### config.mk
export PLATFORM = sky130hd
export DESIGN_NAME = motor_startup_supervision
export DESIGN_NICKNAME = d
export VERILOG_FILES = /design/src/logic/mss_pkg.sv /design/src/logic/hist_if.sv /design/src/logic/motor_startup_supervision.sv /design/src/logic/sec_tick.sv /design/src/logic/start_history.sv
export SDC_FILE = /design/constraint.sdc
export NUM_CORES = 1
export LEC_CHECK = 0
export BUFFER_PORTS_ARGS = -buffer_cell sky130_fd_sc_hd__clkbuf_2
export CORE_MARGIN = 1
export CORE_UTILIZATION = 50
export DETAILED_ROUTE_END_ITERATION = 8
export GPL_ROUTABILITY_DRIVEN = 0
export GPL_TIMING_DRIVEN = 0
export HOLD_SLACK_MARGIN = 0.15
export PLACE_DENSITY = 0.71
export SLEW_MARGIN = 40
export SYNTH_ARGS = -nofsm -noshare
export SYNTH_HDL_FRONTEND = slang
export SYNTH_SLANG_ARGS = --single-unit
### constraint.sdc
create_clock -name pclk -period 7.57 [get_ports pclk]
set_clock_uncertainty 0.1 [all_clocks]
set_input_delay 1.514 -clock pclk [delete_from_list [all_inputs] [get_ports pclk]]
set_output_delay 1.514 -clock pclk [all_outputs]
set_load 0.02 [all_outputs]
### src/logic/mss_pkg.sv
package mss_pkg;
  // Clock and time base.
  localparam int unsigned CLK_PERIOD_NS = 10;
  localparam int unsigned SEC_NS = 1_000_000_000;
  localparam int unsigned CYC_PER_SEC_DEF = SEC_NS / CLK_PERIOD_NS;
  localparam logic [12:0] HOUR_S = 13'h0e10;
  localparam int unsigned MAX_SLOTS = 5;

  // Register byte offsets.
  localparam logic [7:0] OFS_CTRL = 8'h00;
  localparam logic [7:0] OFS_RATING = 8'h04;
  localparam logic [7:0] OFS_START_PCT = 8'h08;
  localparam logic [7:0] OFS_IDLE_PCT = 8'h0c;
  localparam logic [7:0] OFS_STARTUP_S = 8'h10;
  localparam logic [7:0] OFS_RESTART_S = 8'h14;
  localparam logic [7:0] OFS_PERMIT = 8'h18;
  localparam logic [7:0] OFS_STATUS = 8'h1c;
  localparam logic [7:0] OFS_COUNT = 8'h20;

  // Values after reset.
  localparam logic RST_OPERATION = 1'b0;
  localparam logic [7:0] RST_RATING = 8'h64;
  localparam logic [9:0] RST_START_PCT = 10'h0c8;
  localparam logic [5:0] RST_IDLE_PCT = 6'h0a;
  localparam logic [6:0] RST_STARTUP_S = 7'h05;
  localparam logic [12:0] RST_RESTART_S = 13'h0014;
  localparam logic [2:0] RST_PERMIT = 3'h0;

  // Phase current magnitude in the same units as the motor rating.
  typedef logic [15:0] cur_t;
  typedef enum logic [1:0] {st_idle, st_start, st_done} phase_t;

  // True when the current is above pct percent of the motor rating.
  function automatic logic over_limit(input cur_t cur, input logic [7:0] rating,
                                      input logic [9:0] pct);
    logic [23:0] lhs;
    logic [23:0] rhs;
    lhs = 24'(cur) * 24'h000064;
    rhs = 24'(rating) * 24'(pct);
    return lhs > rhs;
  endfunction
endpackage

### src/logic/hist_if.sv
`timescale 1ns/10ps
interface hist_if;
  logic push;
  logic tick;
  logic flush;
  logic [2:0] count;
  modport ctrl (output push, output tick, output flush, input count);
  modport store (input push, input tick, input flush, output count);
endinterface

### src/logic/motor_startup_supervision.sv
`timescale 1ns/10ps
// Overview of operation
// - Rise out of idle launches the startup timer.
// - Starting output while startup timer runs.
// - Running output while current above idle limit.
// - Expiry above startup limit flags prolonged start.
// - Startup expiry launches restart inhibition timer.
// - Aborted start also launches restart inhibition.
// - Count up to 5 starts per hour; zero disables.
// - Flag when one permitted restart remains.
// - Inhibit after last start until oldest ages.
// - Operation off keeps every output low.
// - Limits scale with motor rating percentage.
// - Startup limit in percent of rating.
// - Idle limit in percent of rating.
// - Compare fundamental magnitudes from front end.
// - Blocking input disables the function.
module motor_startup_supervision #(
  parameter int unsigned CYC_PER_SEC = mss_pkg::CYC_PER_SEC_DEF
) (
  input wire logic pclk,
  input wire logic presetn,
  input wire logic psel,
  input wire logic penable,
  input wire logic pwrite,
  input wire logic [31:0] paddr,
  input wire logic [31:0] pwdata,
  output logic [31:0] prdata,
  output logic pready,
  output logic pslverr,
  input wire mss_pkg::cur_t cur_l1,
  input wire mss_pkg::cur_t cur_l2,
  input wire mss_pkg::cur_t cur_l3,
  input wire logic function_block_in,
  output logic motor_starting_out,
  output logic motor_running_out,
  output logic prolonged_start_out,
  output logic restart_inhibited_out,
  output logic last_restart_left_out
);
  import mss_pkg::*;

  hist_if h();
  logic tick;
  logic tick_clr;
  logic blk_meta_q, blk_q;
  logic op_q, op_d;
  logic [7:0] rating_q, rating_d;
  logic [9:0] start_pct_q, start_pct_d;
  logic [5:0] idle_pct_q, idle_pct_d;
  logic [6:0] su_s_q, su_s_d;
  logic [12:0] rs_s_q, rs_s_d;
  logic [2:0] permit_q, permit_d;
  logic [31:0] rdata_q, rdata_d;
  logic hit;
  phase_t st_q, st_d;
  logic [6:0] su_cnt_q, su_cnt_d;
  logic [12:0] rs_cnt_q, rs_cnt_d;
  logic long_q, long_d;
  logic was_high_q, was_high_d;
  logic [4:0] out_q, out_d;
  cur_t imax;
  logic act, hi_idle, hi_start, detect, abort, expire, limit_hit, last_one;

  sec_tick #(.CYC(CYC_PER_SEC)) u_tick (
    .pclk(pclk),
    .presetn(presetn),
    .clear(tick_clr),
    .tick(tick)
  );

  start_history u_hist (
    .pclk(pclk),
    .presetn(presetn),
    .h(h)
  );

  // The blocking input comes from another logic domain and is synchronised first.
  always_ff @(posedge pclk or negedge presetn)
  begin
    if (!presetn)
    begin
      blk_meta_q <= 1'b0;
      blk_q <= 1'b0;
    end
    else
    begin
      blk_meta_q <= function_block_in;
      blk_q <= blk_meta_q;
    end
  end

  // Address decode; every access completes with no wait state.
  always_comb
  begin
    unique case (paddr[7:0])
      OFS_CTRL, OFS_RATING, OFS_START_PCT, OFS_IDLE_PCT, OFS_STARTUP_S, OFS_RESTART_S,
      OFS_PERMIT: hit = paddr[31:8] == 24'h0;
      OFS_STATUS, OFS_COUNT: hit = paddr[31:8] == 24'h0 && !pwrite;
      default: hit = 1'b0;
    endcase
  end

  assign pready = 1'b1;
  assign pslverr = psel && penable && !hit;
  assign prdata = rdata_q;

  // Settings take effect at the access edge; read data is captured in the setup cycle.
  always_comb
  begin
    op_d = op_q;
    rating_d = rating_q;
    start_pct_d = start_pct_q;
    idle_pct_d = idle_pct_q;
    su_s_d = su_s_q;
    rs_s_d = rs_s_q;
    permit_d = permit_q;
    rdata_d = rdata_q;
    if (psel && penable && pwrite && hit)
    begin
      unique case (paddr[7:0])
        OFS_CTRL: op_d = pwdata[0];
        OFS_RATING: rating_d = pwdata[7:0];
        OFS_START_PCT: start_pct_d = pwdata[9:0];
        OFS_IDLE_PCT: idle_pct_d = pwdata[5:0];
        OFS_STARTUP_S: su_s_d = pwdata[6:0];
        OFS_RESTART_S: rs_s_d = pwdata[12:0];
        OFS_PERMIT: permit_d = pwdata[2:0];
        default: op_d = op_q;
      endcase
    end
    if (psel && !penable)
    begin
      unique case (paddr[7:0])
        OFS_CTRL: rdata_d = {31'h0, op_q};
        OFS_RATING: rdata_d = {24'h0, rating_q};
        OFS_START_PCT: rdata_d = {22'h0, start_pct_q};
        OFS_IDLE_PCT: rdata_d = {26'h0, idle_pct_q};
        OFS_STARTUP_S: rdata_d = {25'h0, su_s_q};
        OFS_RESTART_S: rdata_d = {19'h0, rs_s_q};
        OFS_PERMIT: rdata_d = {29'h0, permit_q};
        OFS_STATUS: rdata_d = {25'h0, st_q, out_q};
        OFS_COUNT: rdata_d = {29'h0, h.count};
        default: rdata_d = 32'h0;
      endcase
    end
  end

  always_ff @(posedge pclk or negedge presetn)
  begin
    if (!presetn)
    begin
      op_q <= RST_OPERATION;
      rating_q <= RST_RATING;
      start_pct_q <= RST_START_PCT;
      idle_pct_q <= RST_IDLE_PCT;
      su_s_q <= RST_STARTUP_S;
      rs_s_q <= RST_RESTART_S;
      permit_q <= RST_PERMIT;
      rdata_q <= 32'h0;
    end
    else
    begin
      op_q <= op_d;
      rating_q <= rating_d;
      start_pct_q <= start_pct_d;
      idle_pct_q <= idle_pct_d;
      su_s_q <= su_s_d;
      rs_s_q <= rs_s_d;
      permit_q <= permit_d;
      rdata_q <= rdata_d;
    end
  end

  // Level detection on the largest fundamental magnitude of the three phases.
  always_comb
  begin
    imax = cur_l1;
    if (cur_l2 > imax)
      imax = cur_l2;
    if (cur_l3 > imax)
      imax = cur_l3;
  end

  assign act = op_q && !blk_q;
  assign hi_idle = over_limit(imax, rating_q, {4'h0, idle_pct_q});
  assign hi_start = over_limit(imax, rating_q, start_pct_q);
  assign detect = act && st_q == st_idle && hi_idle && !was_high_q;
  assign abort = act && st_q == st_start && !hi_idle;
  assign expire = act && st_q == st_start && hi_idle && tick && su_cnt_q <= 7'h1;
  assign limit_hit = permit_q != 3'h0 && h.count >= permit_q;
  assign last_one = permit_q != 3'h0 && h.count == permit_q - 3'h1;
  assign tick_clr = detect || abort;
  assign h.push = detect;
  assign h.tick = tick;
  assign h.flush = !act;

  // Startup sequencing, the two second-based timers and the memory of a high current.
  // A start needs a rise from below idle, so enabling under load is not taken as a start.
  always_comb
  begin
    was_high_d = hi_idle || !act;
    st_d = st_q;
    su_cnt_d = su_cnt_q;
    rs_cnt_d = rs_cnt_q;
    long_d = long_q;
    if (tick && rs_cnt_q != 13'h0)
      rs_cnt_d = rs_cnt_q - 13'h1;
    unique case (st_q)
      st_idle:
        if (detect)
        begin
          st_d = st_start;
          su_cnt_d = su_s_q;
          long_d = 1'b0;
        end
      st_start:
        if (abort)
        begin
          st_d = st_idle;
          rs_cnt_d = rs_s_q;
        end
        else if (expire)
        begin
          st_d = st_done;
          su_cnt_d = 7'h0;
          rs_cnt_d = rs_s_q;
          long_d = hi_start;
        end
        else if (tick)
          su_cnt_d = su_cnt_q - 7'h1;
      st_done:
        if (!hi_idle)
        begin
          st_d = st_idle;
          long_d = 1'b0;
        end
    endcase
    if (!act)
    begin
      st_d = st_idle;
      su_cnt_d = 7'h0;
      rs_cnt_d = 13'h0;
      long_d = 1'b0;
    end
  end

  always_ff @(posedge pclk or negedge presetn)
  begin
    if (!presetn)
    begin
      st_q <= st_idle;
      su_cnt_q <= 7'h0;
      rs_cnt_q <= 13'h0;
      long_q <= 1'b0;
      was_high_q <= 1'b1;
    end
    else
    begin
      was_high_q <= was_high_d;
      st_q <= st_d;
      su_cnt_q <= su_cnt_d;
      rs_cnt_q <= rs_cnt_d;
      long_q <= long_d;
    end
  end

  // Outputs come from flip-flops; all are forced low while the function is off or blocked.
  always_comb
  begin
    out_d = 5'h0;
    if (act)
    begin
      out_d[0] = st_q == st_start;
      out_d[1] = hi_idle;
      out_d[2] = long_q;
      out_d[3] = rs_cnt_q != 13'h0 || limit_hit;
      out_d[4] = last_one;
    end
  end

  always_ff @(posedge pclk or negedge presetn)
  begin
    if (!presetn)
      out_q <= 5'h0;
    else
      out_q <= out_d;
  end

  assign motor_starting_out = out_q[0];
  assign motor_running_out = out_q[1];
  assign prolonged_start_out = out_q[2];
  assign restart_inhibited_out = out_q[3];
  assign last_restart_left_out = out_q[4];
endmodule // motor_startup_supervision

### src/logic/sec_tick.sv
`timescale 1ns/10ps
module sec_tick #(
  parameter int unsigned CYC = mss_pkg::CYC_PER_SEC_DEF
) (
  input wire logic pclk,
  input wire logic presetn,
  input wire logic clear,
  output logic tick
);
  import mss_pkg::*;
  logic [31:0] cnt_q;
  logic [31:0] cnt_d;
  logic wrap;

  // The divider restarts on clear so that a timer launched now sees a whole first second.
  always_comb
  begin
    wrap = cnt_q == 32'(CYC - 1);
    cnt_d = (clear || wrap) ? 32'h0 : cnt_q + 32'h1;
  end

  always_ff @(posedge pclk or negedge presetn)
  begin
    if (!presetn)
      cnt_q <= 32'h0;
    else
      cnt_q <= cnt_d;
  end

  assign tick = wrap && !clear;
endmodule // sec_tick

### src/logic/start_history.sv
`timescale 1ns/10ps
module start_history (
  input wire logic pclk,
  input wire logic presetn,
  hist_if.store h
);
  import mss_pkg::*;
  logic [12:0] now_q, now_d;
  logic [12:0] ts_q [MAX_SLOTS];
  logic [12:0] ts_d [MAX_SLOTS];
  logic [MAX_SLOTS-1:0] vld_q, vld_d;
  logic [2:0] cnt_q, cnt_d;

  // Each start is stamped with the seconds clock and leaves after an hour.
  always_comb
  begin
    logic placed;
    logic [12:0] age;
    placed = 1'b0;
    age = 13'h0;
    now_d = h.tick ? now_q + 13'h1 : now_q;
    vld_d = vld_q;
    ts_d = ts_q;
    cnt_d = 3'h0;
    for (int i = 0; i < MAX_SLOTS; i++)
    begin
      age = now_q - ts_q[i];
      if (age >= HOUR_S)
        vld_d[i] = 1'b0;
      if (h.push && !placed && !vld_d[i])
      begin
        vld_d[i] = 1'b1;
        ts_d[i] = now_q;
        placed = 1'b1;
      end
      if (h.flush)
        vld_d[i] = 1'b0;
      cnt_d = cnt_d + 3'(vld_d[i]);
    end
  end

  always_ff @(posedge pclk or negedge presetn)
  begin
    if (!presetn)
    begin
      now_q <= 13'h0;
      vld_q <= '0;
      cnt_q <= 3'h0;
      for (int i = 0; i < MAX_SLOTS; i++)
        ts_q[i] <= 13'h0;
    end
    else
    begin
      now_q <= now_d;
      vld_q <= vld_d;
      cnt_q <= cnt_d;
      ts_q <= ts_d;
    end
  end

  assign h.count = cnt_q;
endmodule // start_history

Word level (Yosys, flattened, before mapping)
Cells that the tools add are included.
{"block": "totals", "register_bits": 229, "in_bits": 118, "out_inout_bits": 39, "elab_cells": 186}
{"block": "classes", "add_sub_neg": 14, "mul": 3, "order_cmp": 11, "eq_ne": 19, "mux": 48, "reduce_logical": 66}
{"operator": "case mux 13 bit (9 select lines)", "count": 1}
{"operator": "greater-or-equal comparator 13 x 12 -> 1 bit (second input constant)", "count": 5}
{"operator": "2-to-1 mux 13 bit", "count": 5}
{"operator": "subtractor 13 bit", "count": 5}
{"operator": "2-to-1 mux 7 bit", "count": 5}
{"operator": "adder 32 x 1 -> 32 bit (second input constant)", "count": 1}
{"operator": "== test 32 x 27 -> 1 bit (second input constant)", "count": 1}
{"operator": "== test 8 x 5 -> 1 bit (second input constant)", "count": 4}
{"operator": "> comparator 16 bit", "count": 2}
{"operator": "2-to-1 mux 16 bit", "count": 2}
{"operator": "2-to-1 mux 32 bit", "count": 1}
{"operator": "logical AND 1 bit", "count": 28}
{"operator": "zero test 24 bit", "count": 1}
{"operator": "2-to-1 mux 1 bit", "count": 24}
{"operator": "> comparator 23 x 14 -> 1 bit", "count": 1}
{"operator": "> comparator 23 x 18 -> 1 bit", "count": 1}
{"operator": "multiplier 16 x 5 -> 21 bit (second input constant)", "count": 1}
{"operator": "multiplier 8 x 10 -> 18 bit", "count": 1}
{"operator": "zero test 1 bit", "count": 17}
{"operator": "== test 8 x 4 -> 1 bit (second input constant)", "count": 2}
{"operator": "multiplier 8 x 6 -> 14 bit", "count": 1}
{"operator": "case mux 7 bit (2 select lines)", "count": 1}
{"operator": "AND reduction 2 bit", "count": 7}
{"operator": "adder 13 x 1 -> 13 bit (second input constant)", "count": 1}
{"operator": "other kinds (29)", "count": 43}

Longest topological paths before layout
{"block": "logic_depth", "ltp_word": 28, "depth_mapped": 54, "depth_no_buf": 50}

Modules after synthesis
A second synthesis with hierarchy kept.
{"block": "hier_totals", "cells_unflattened": 2142, "hier_area_um2": 19847.8}
{"module": "motor_startup_supervision", "n_inst": 1, "cells_per_inst": 1384, "area_per_inst_um2": 12235.5}
{"module": "start_history", "n_inst": 1, "cells_per_inst": 574, "area_per_inst_um2": 5878.1}
{"module": "sec_tick", "n_inst": 1, "cells_per_inst": 184, "area_per_inst_um2": 1734.2}

Least setup slack after synthesis
OpenSTA, ideal clock, no wires.
{"block": "synth_path", "kind": "input to register", "startpoint": "input cur_l1[1]", "endpoint": "register u_hist.cnt_q[1], in the netlist u_hist.h.count[1]", "arrival_time_ps": 11578, "required_time_ps": 7356, "slack_ps": -4222, "stages": 53, "path_buffers": 5, "path_cell_list": "inv_1 ha_1 nor2b_2 o211ai_2 a2111oi_2 or3_4 nand2_2 buf_1 mux2i_1 ha_1 a21o_1 a221o_1 a21oi_1 o21a_1 a21boi_1 a41oi_4 o21ai_1 clkbuf_1 (+17 left out) nor2_1 a2111oi_0 nand3_1 a2111o_1 o21ai_2 buf_6 buf_2 nor2_1 a21oi_1 nor2_1 ha_1 inv_1 fa_1 inv_1 ha_1 inv_1 fa_1 inv_1"}
{"item": "from (decl)", "line_no": "motor_startup_supervision.sv:31", "rtl": "input wire mss_pkg::cur_t cur_l1,"}
{"item": "> comparator 16 bit", "line_no": "motor_startup_supervision.sv:179", "rtl": "if (cur_l2 > imax)"}
{"item": "2-to-1 mux 16 bit (*)", "line_no": "motor_startup_supervision.sv:179"}
{"item": "> comparator 16 bit", "line_no": "motor_startup_supervision.sv:181", "rtl": "if (cur_l3 > imax)"}
{"item": "2-to-1 mux 16 bit (*)", "line_no": "motor_startup_supervision.sv:181"}
{"item": "multiplier 16 x 5 -> 21 bit (*)", "line_no": "mss_pkg.sv:38", "rtl": "lhs = 24'(cur) * 24'h000064;"}
{"item": "> comparator 23 x 14 -> 1 bit (*)", "line_no": "mss_pkg.sv:40", "rtl": "return lhs > rhs;"}
{"item": "logical AND 1 bit (*) (2 in series)", "line_no": "motor_startup_supervision.sv:188", "rtl": "assign detect = act && st_q == st_idle && hi_idle && !was_high_q;"}
{"item": "logical AND 1 bit", "line_no": "start_history.sv:30", "rtl": "if (h.push && !placed && !vld_d[i])"}
{"item": "2-to-1 mux 1 bit", "line_no": "start_history.sv:30"}
{"item": "zero test 1 bit", "line_no": "start_history.sv:30"}
{"item": "logical AND 1 bit (*) (2 in series)", "line_no": "start_history.sv:30"}
{"item": "2-to-1 mux 1 bit (*)", "line_no": "start_history.sv:30"}
{"item": "2-to-1 mux 1 bit (*)", "line_no": "start_history.sv:36", "rtl": "if (h.flush)"}
{"item": "named net u_hist.vld_d[1]", "line_no": "start_history.sv:11", "rtl": "logic [MAX_SLOTS-1:0] vld_q, vld_d;"}
{"item": "adder 1 x 1 -> 2 bit (*)", "line_no": "start_history.sv:38", "rtl": "cnt_d = cnt_d + 3'(vld_d[i]);"}
{"item": "adder 3 x 1 -> 3 bit (*) (3 in series)", "line_no": "start_history.sv:38"}
{"item": "named net u_hist.cnt_d[1]", "line_no": "start_history.sv:12", "rtl": "logic [2:0] cnt_q, cnt_d;"}
{"item": "to (signal assigned)", "line_no": "start_history.sv:56", "rtl": "cnt_q <= cnt_d;"}
{"item": "to (decl)", "line_no": "start_history.sv:12"}
The timed path passes the listed nets; every way through them passes the cells marked *.
A chain may end at the register's enable or synchronous reset.

Final worst setup path
{"block": "layout_path", "startpoint": "input cur_l1[11]", "endpoint": "register u_hist.cnt_q[1], in the netlist u_hist.h.count[1]"}
The elaborated chain is that of the path after synthesis.

==> run_results.csv <==
group,metric,value,unit
run_status,outcome,"finished, violations left",
run_status,violations,"setup timing",
synthesis,synth_compound_area_share,13.40,%
sta,final-hold-violation-count,0,
power_and_ir_drop,p_switching,2378,uW
critical_path,r2r-end,"u_hist.h.count[1]",
synthesis,ys_seq_area_share,27.28,%
synthesis,synth_largest_area_cell,"dfrtp_1",
critical_path,cp.arrival,10.84,ns
synthesis,synth-main-ff-cell,"dfrtp_1",
synthesis,async_flop_share,100.0,%
power_and_ir_drop,switching_share,41.20,%
critical_path,ff2ff_path_depth,38,
global_route,grt-ovfl-total,0,
power_and_ir_drop,power.density,246.9,nW/um^2
routing,vias,15730,
critical_path,end_kind,"flop",
synthesis,synth.top_cells.by_area,"dfrtp_1, ha_1, fa_1",
cts,cts_tree,"yes",
global_route,grt.total_usage,23.64,%
floorplan,die_area,39440,um^2
place,dp_cells,2715,
routing,dr.pass1.iters,5,
critical_path,rrSetupSlack,-0.96,ns
routing,wirelength,46960,um
synthesis,synthSimpleGateAreaFrac,14.50,%
power_and_ir_drop,finalPower,5773,uW
sta,max_freq,0.09488,GHz
cts,clk_latency,0.53,ns
floorplan,rows,71,
critical_path,worstSetupStartpointType,"primary input",
sta,post-route-period-util,139.2,%
synthesis,synth.area.mux_share,7.562,%
power_and_ir_drop,ir_worst_vdd,0.3723,mV
cells_and_area,final_nets,2755,
synthesis,ys_seq_elements,210,
synthesis,netlist_instances,2067,
cts,cts.htree.levels,1,
floorplan,coreArea,37840,um^2
synthesis,synthAdderAreaFrac,24.46,%
power_and_ir_drop,pwr-share-comb,61.6,%
power_and_ir_drop,p_seq_share,19.5,%
synthesis,ys_top_cells_by_count,"inv_1, ha_1, dfrtp_1, nand2_1, nor2_1",
sta,report.final.slew_viol_count,0,
floorplan,start_util,51.07,%
floorplan,die_w,198.6,um
synthesis,syn_avg_cell_area,9.350,um^2
global_route,grt_pass1_wl,75890,um
routing,drtIter0Drc,882,
sta,setup_violations,143,
critical_path,crit_path_frequent_cell,"ha_1",
cells_and_area,n_fill_cell,3146,
synthesis,yosysMostFrequentCell,"inv_1",
sta,slew-limit-headroom,30.30,%
cells_and_area,layout.cells.non_filler,2837,
place,detailed_place_hpwl,35180,um
critical_path,required,7.87,ns
cts,clk_pin_slew,0.06,ns
synthesis,synth_top_family_by_area,"adder cells",
critical_path,cp_max_fo,6,
critical_path,crit_type,"primary input to flop",
synthesis,synth_top_cell_area_share,25.51,%
critical_path,slowest_stage,"fa_2",
floorplan,io_pins,157,
power_and_ir_drop,leakage,0.01129,uW
cts,cts_buffers,23,
run,max_cap_violations,0,
power_and_ir_drop,pwr-share-clk,18.9,%
cts,cts_root_buf,"clkbuf_16",
cts,clock_path_buffers,3,
synthesis,synth_edf_count,0,
critical_path,crit_path_end,"u_hist.h.count[1]",
global_route,grt_start_max_net_pins,71,
cts,hold_buffers,0,
routing,ant_nets,0,
place,port_buffers,116,
synthesis,synth_xor_area_share,5.484,%
floorplan,die_h,198.6,um
synthesis,synthDistinctLibCells,99,
global_route,antenna_found_initial,0,
global_route,first_global_vias,15850,
sta,min_period,10.54,ns
cells_and_area,antenna_cells,0,
routing,drc_errors,0,
routing,wire_per_inst,16.55,um
cells_and_area,syn_to_final_growth,20.96,%
critical_path,r2r-start,"rating_q[5]",
sta,rsz0062_at_grt,"yes",
critical_path,crit_path_start,"cur_l1[11]",
synthesis,synth_warnings,0,
routing,via_per_inst,5.544,
cells_and_area,drive_gt1_share,24.55,%
power_and_ir_drop,internal-power,3394,uW
synthesis,syn_area,19330,um^2
min_path,hp-class,"flop to flop",
cells_and_area,fin_util,61.77,%
sta,setup_slack,-2.970,ns
sta,worstMarginPinSlew,1.045,ns
cts,clock-sinks,210,
critical_path,cpPeakStageDelay,0.52,ns
repair_timing:
item,CTS,global route
setup buffers,49,25
endpoints found under the hold margin,0,0
resized for setup,103,120
cloned,2,6
setup endpoints to repair,143,143
pin swaps,37,41
placed cells by master, fill, tap and decap left out, drive strengths merged, types with 35 or more instances in the layout:
master and n:
a21o 35, a21oi 95, and2 63, buf 123
clkbuf 200, dfrtp 197, fa 85, ha 241
inv 258, mux2 109, nand2 175, nand3 40
nor2 112, o21ai 71, xnor2 74, xor2 47
worst min path at each step:
stage                     startpoint    end  slack [ns]  cells after the start
after detailed placement  blk_meta_q  blk_q        0.24                      0
after CTS                 blk_meta_q  blk_q        0.25                      0
after global routing      blk_meta_q  blk_q        0.26                      0
final                     blk_meta_q  blk_q        0.25                      0
after global placement    blk_meta_q  blk_q        0.23                      0
after floorplan           blk_meta_q  blk_q        0.23                      0
routing by layer:
| metal | track usage (%) | routed length (um) | vias to the layer above | share of wire, % |
|---|---|---|---|---|
| li1 | - | - | 7592 | - |
| met1 | 30.62 | 20870 | 7676 | 44 |
| met2 | 41.38 | 22750 | 388 | 48 |
| met3 | 2.391 | 2085 | 71 | 4.4 |
| met4 | 7.379 | 1252 | 0 | 2.7 |
| met5 | 0 | 0 | - | 0 |
state kept, by name, summed over array words and instances, names as in the netlist, 8 cells and up:
name          cells
u_hist.ts_q      65
rs_cnt_q         13
start_pct_q      10
prdata           13
u_hist.now_q     13
rs_s_q           13
rating_q          8
u_tick.cnt_q     32
critical path: cells and delay by family:
family,cells,cell delay [ns]
AO/OA/AOI/OAI,17,3.11
adder cells (fa/ha/maj),11,3.26
buffers and inverters,10,0.94
XOR/XNOR,2,0.36
multiplexers,2,0.58
AND/OR/NAND/NOR,9,1.07
area by class of cell:
| class | count | area (um^2) | share of cell area [%] |
|---|---|---|---|
| Tap cell | 511 | 639.4 | 2.735 |
| Buffer | 90 | 635.6 | 2.719 |
| Inverter | 257 | 987.2 | 4.223 |
| Multi-Input combinational cell | 1528 | 13600 | 58.18 |
| Clock inverter | 8 | 61.31 | 0.2623 |
| Timing Repair Buffer | 201 | 1501 | 6.423 |
| Sequential cell | 210 | 5271 | 22.55 |
| Clock buffer | 32 | 679.4 | 2.906 |
cell families after synthesis:
| group | count (synthesis) |
|---|---|
| buffers and inverters | 347 |
| adder cells (fa/ha/maj) | 327 |
| flip-flops | 210 |
| XOR/XNOR | 121 |
| AND/OR/NAND/NOR | 555 |
| other | 2 |
| multiplexers | 132 |
| AO/OA/AOI/OAI | 373 |
stage by stage:
step	worst slack [ns]	hold WS, ns	TNS, ns	cell area, um^2
2_1_floorplan	-3.017	0.2312	-246.34	19750
3_3_place_gp	-4.384	0.2335	-432.15	20970
3_5_place_dp	-4.443	0.2363	-442.37	21060
4_1_cts	-2.871	0.2492	-248.83	22640
5_1_grt	-3.317	0.2606	-315.08	23380
6_report	-2.970	0.2478	-270.18	23380
power by group through the flow:
stage	clock, uW	sequential [uW]	combinational [uW]
after global routing	1150	1120	3930
after global placement	0	1140	2570
final	1090	1120	3560
after CTS	1110	1120	3170
after detailed placement	0	1140	2700
after floorplan	0	1140	2070
No activity file was read; power rests on OpenSTA's default activity.
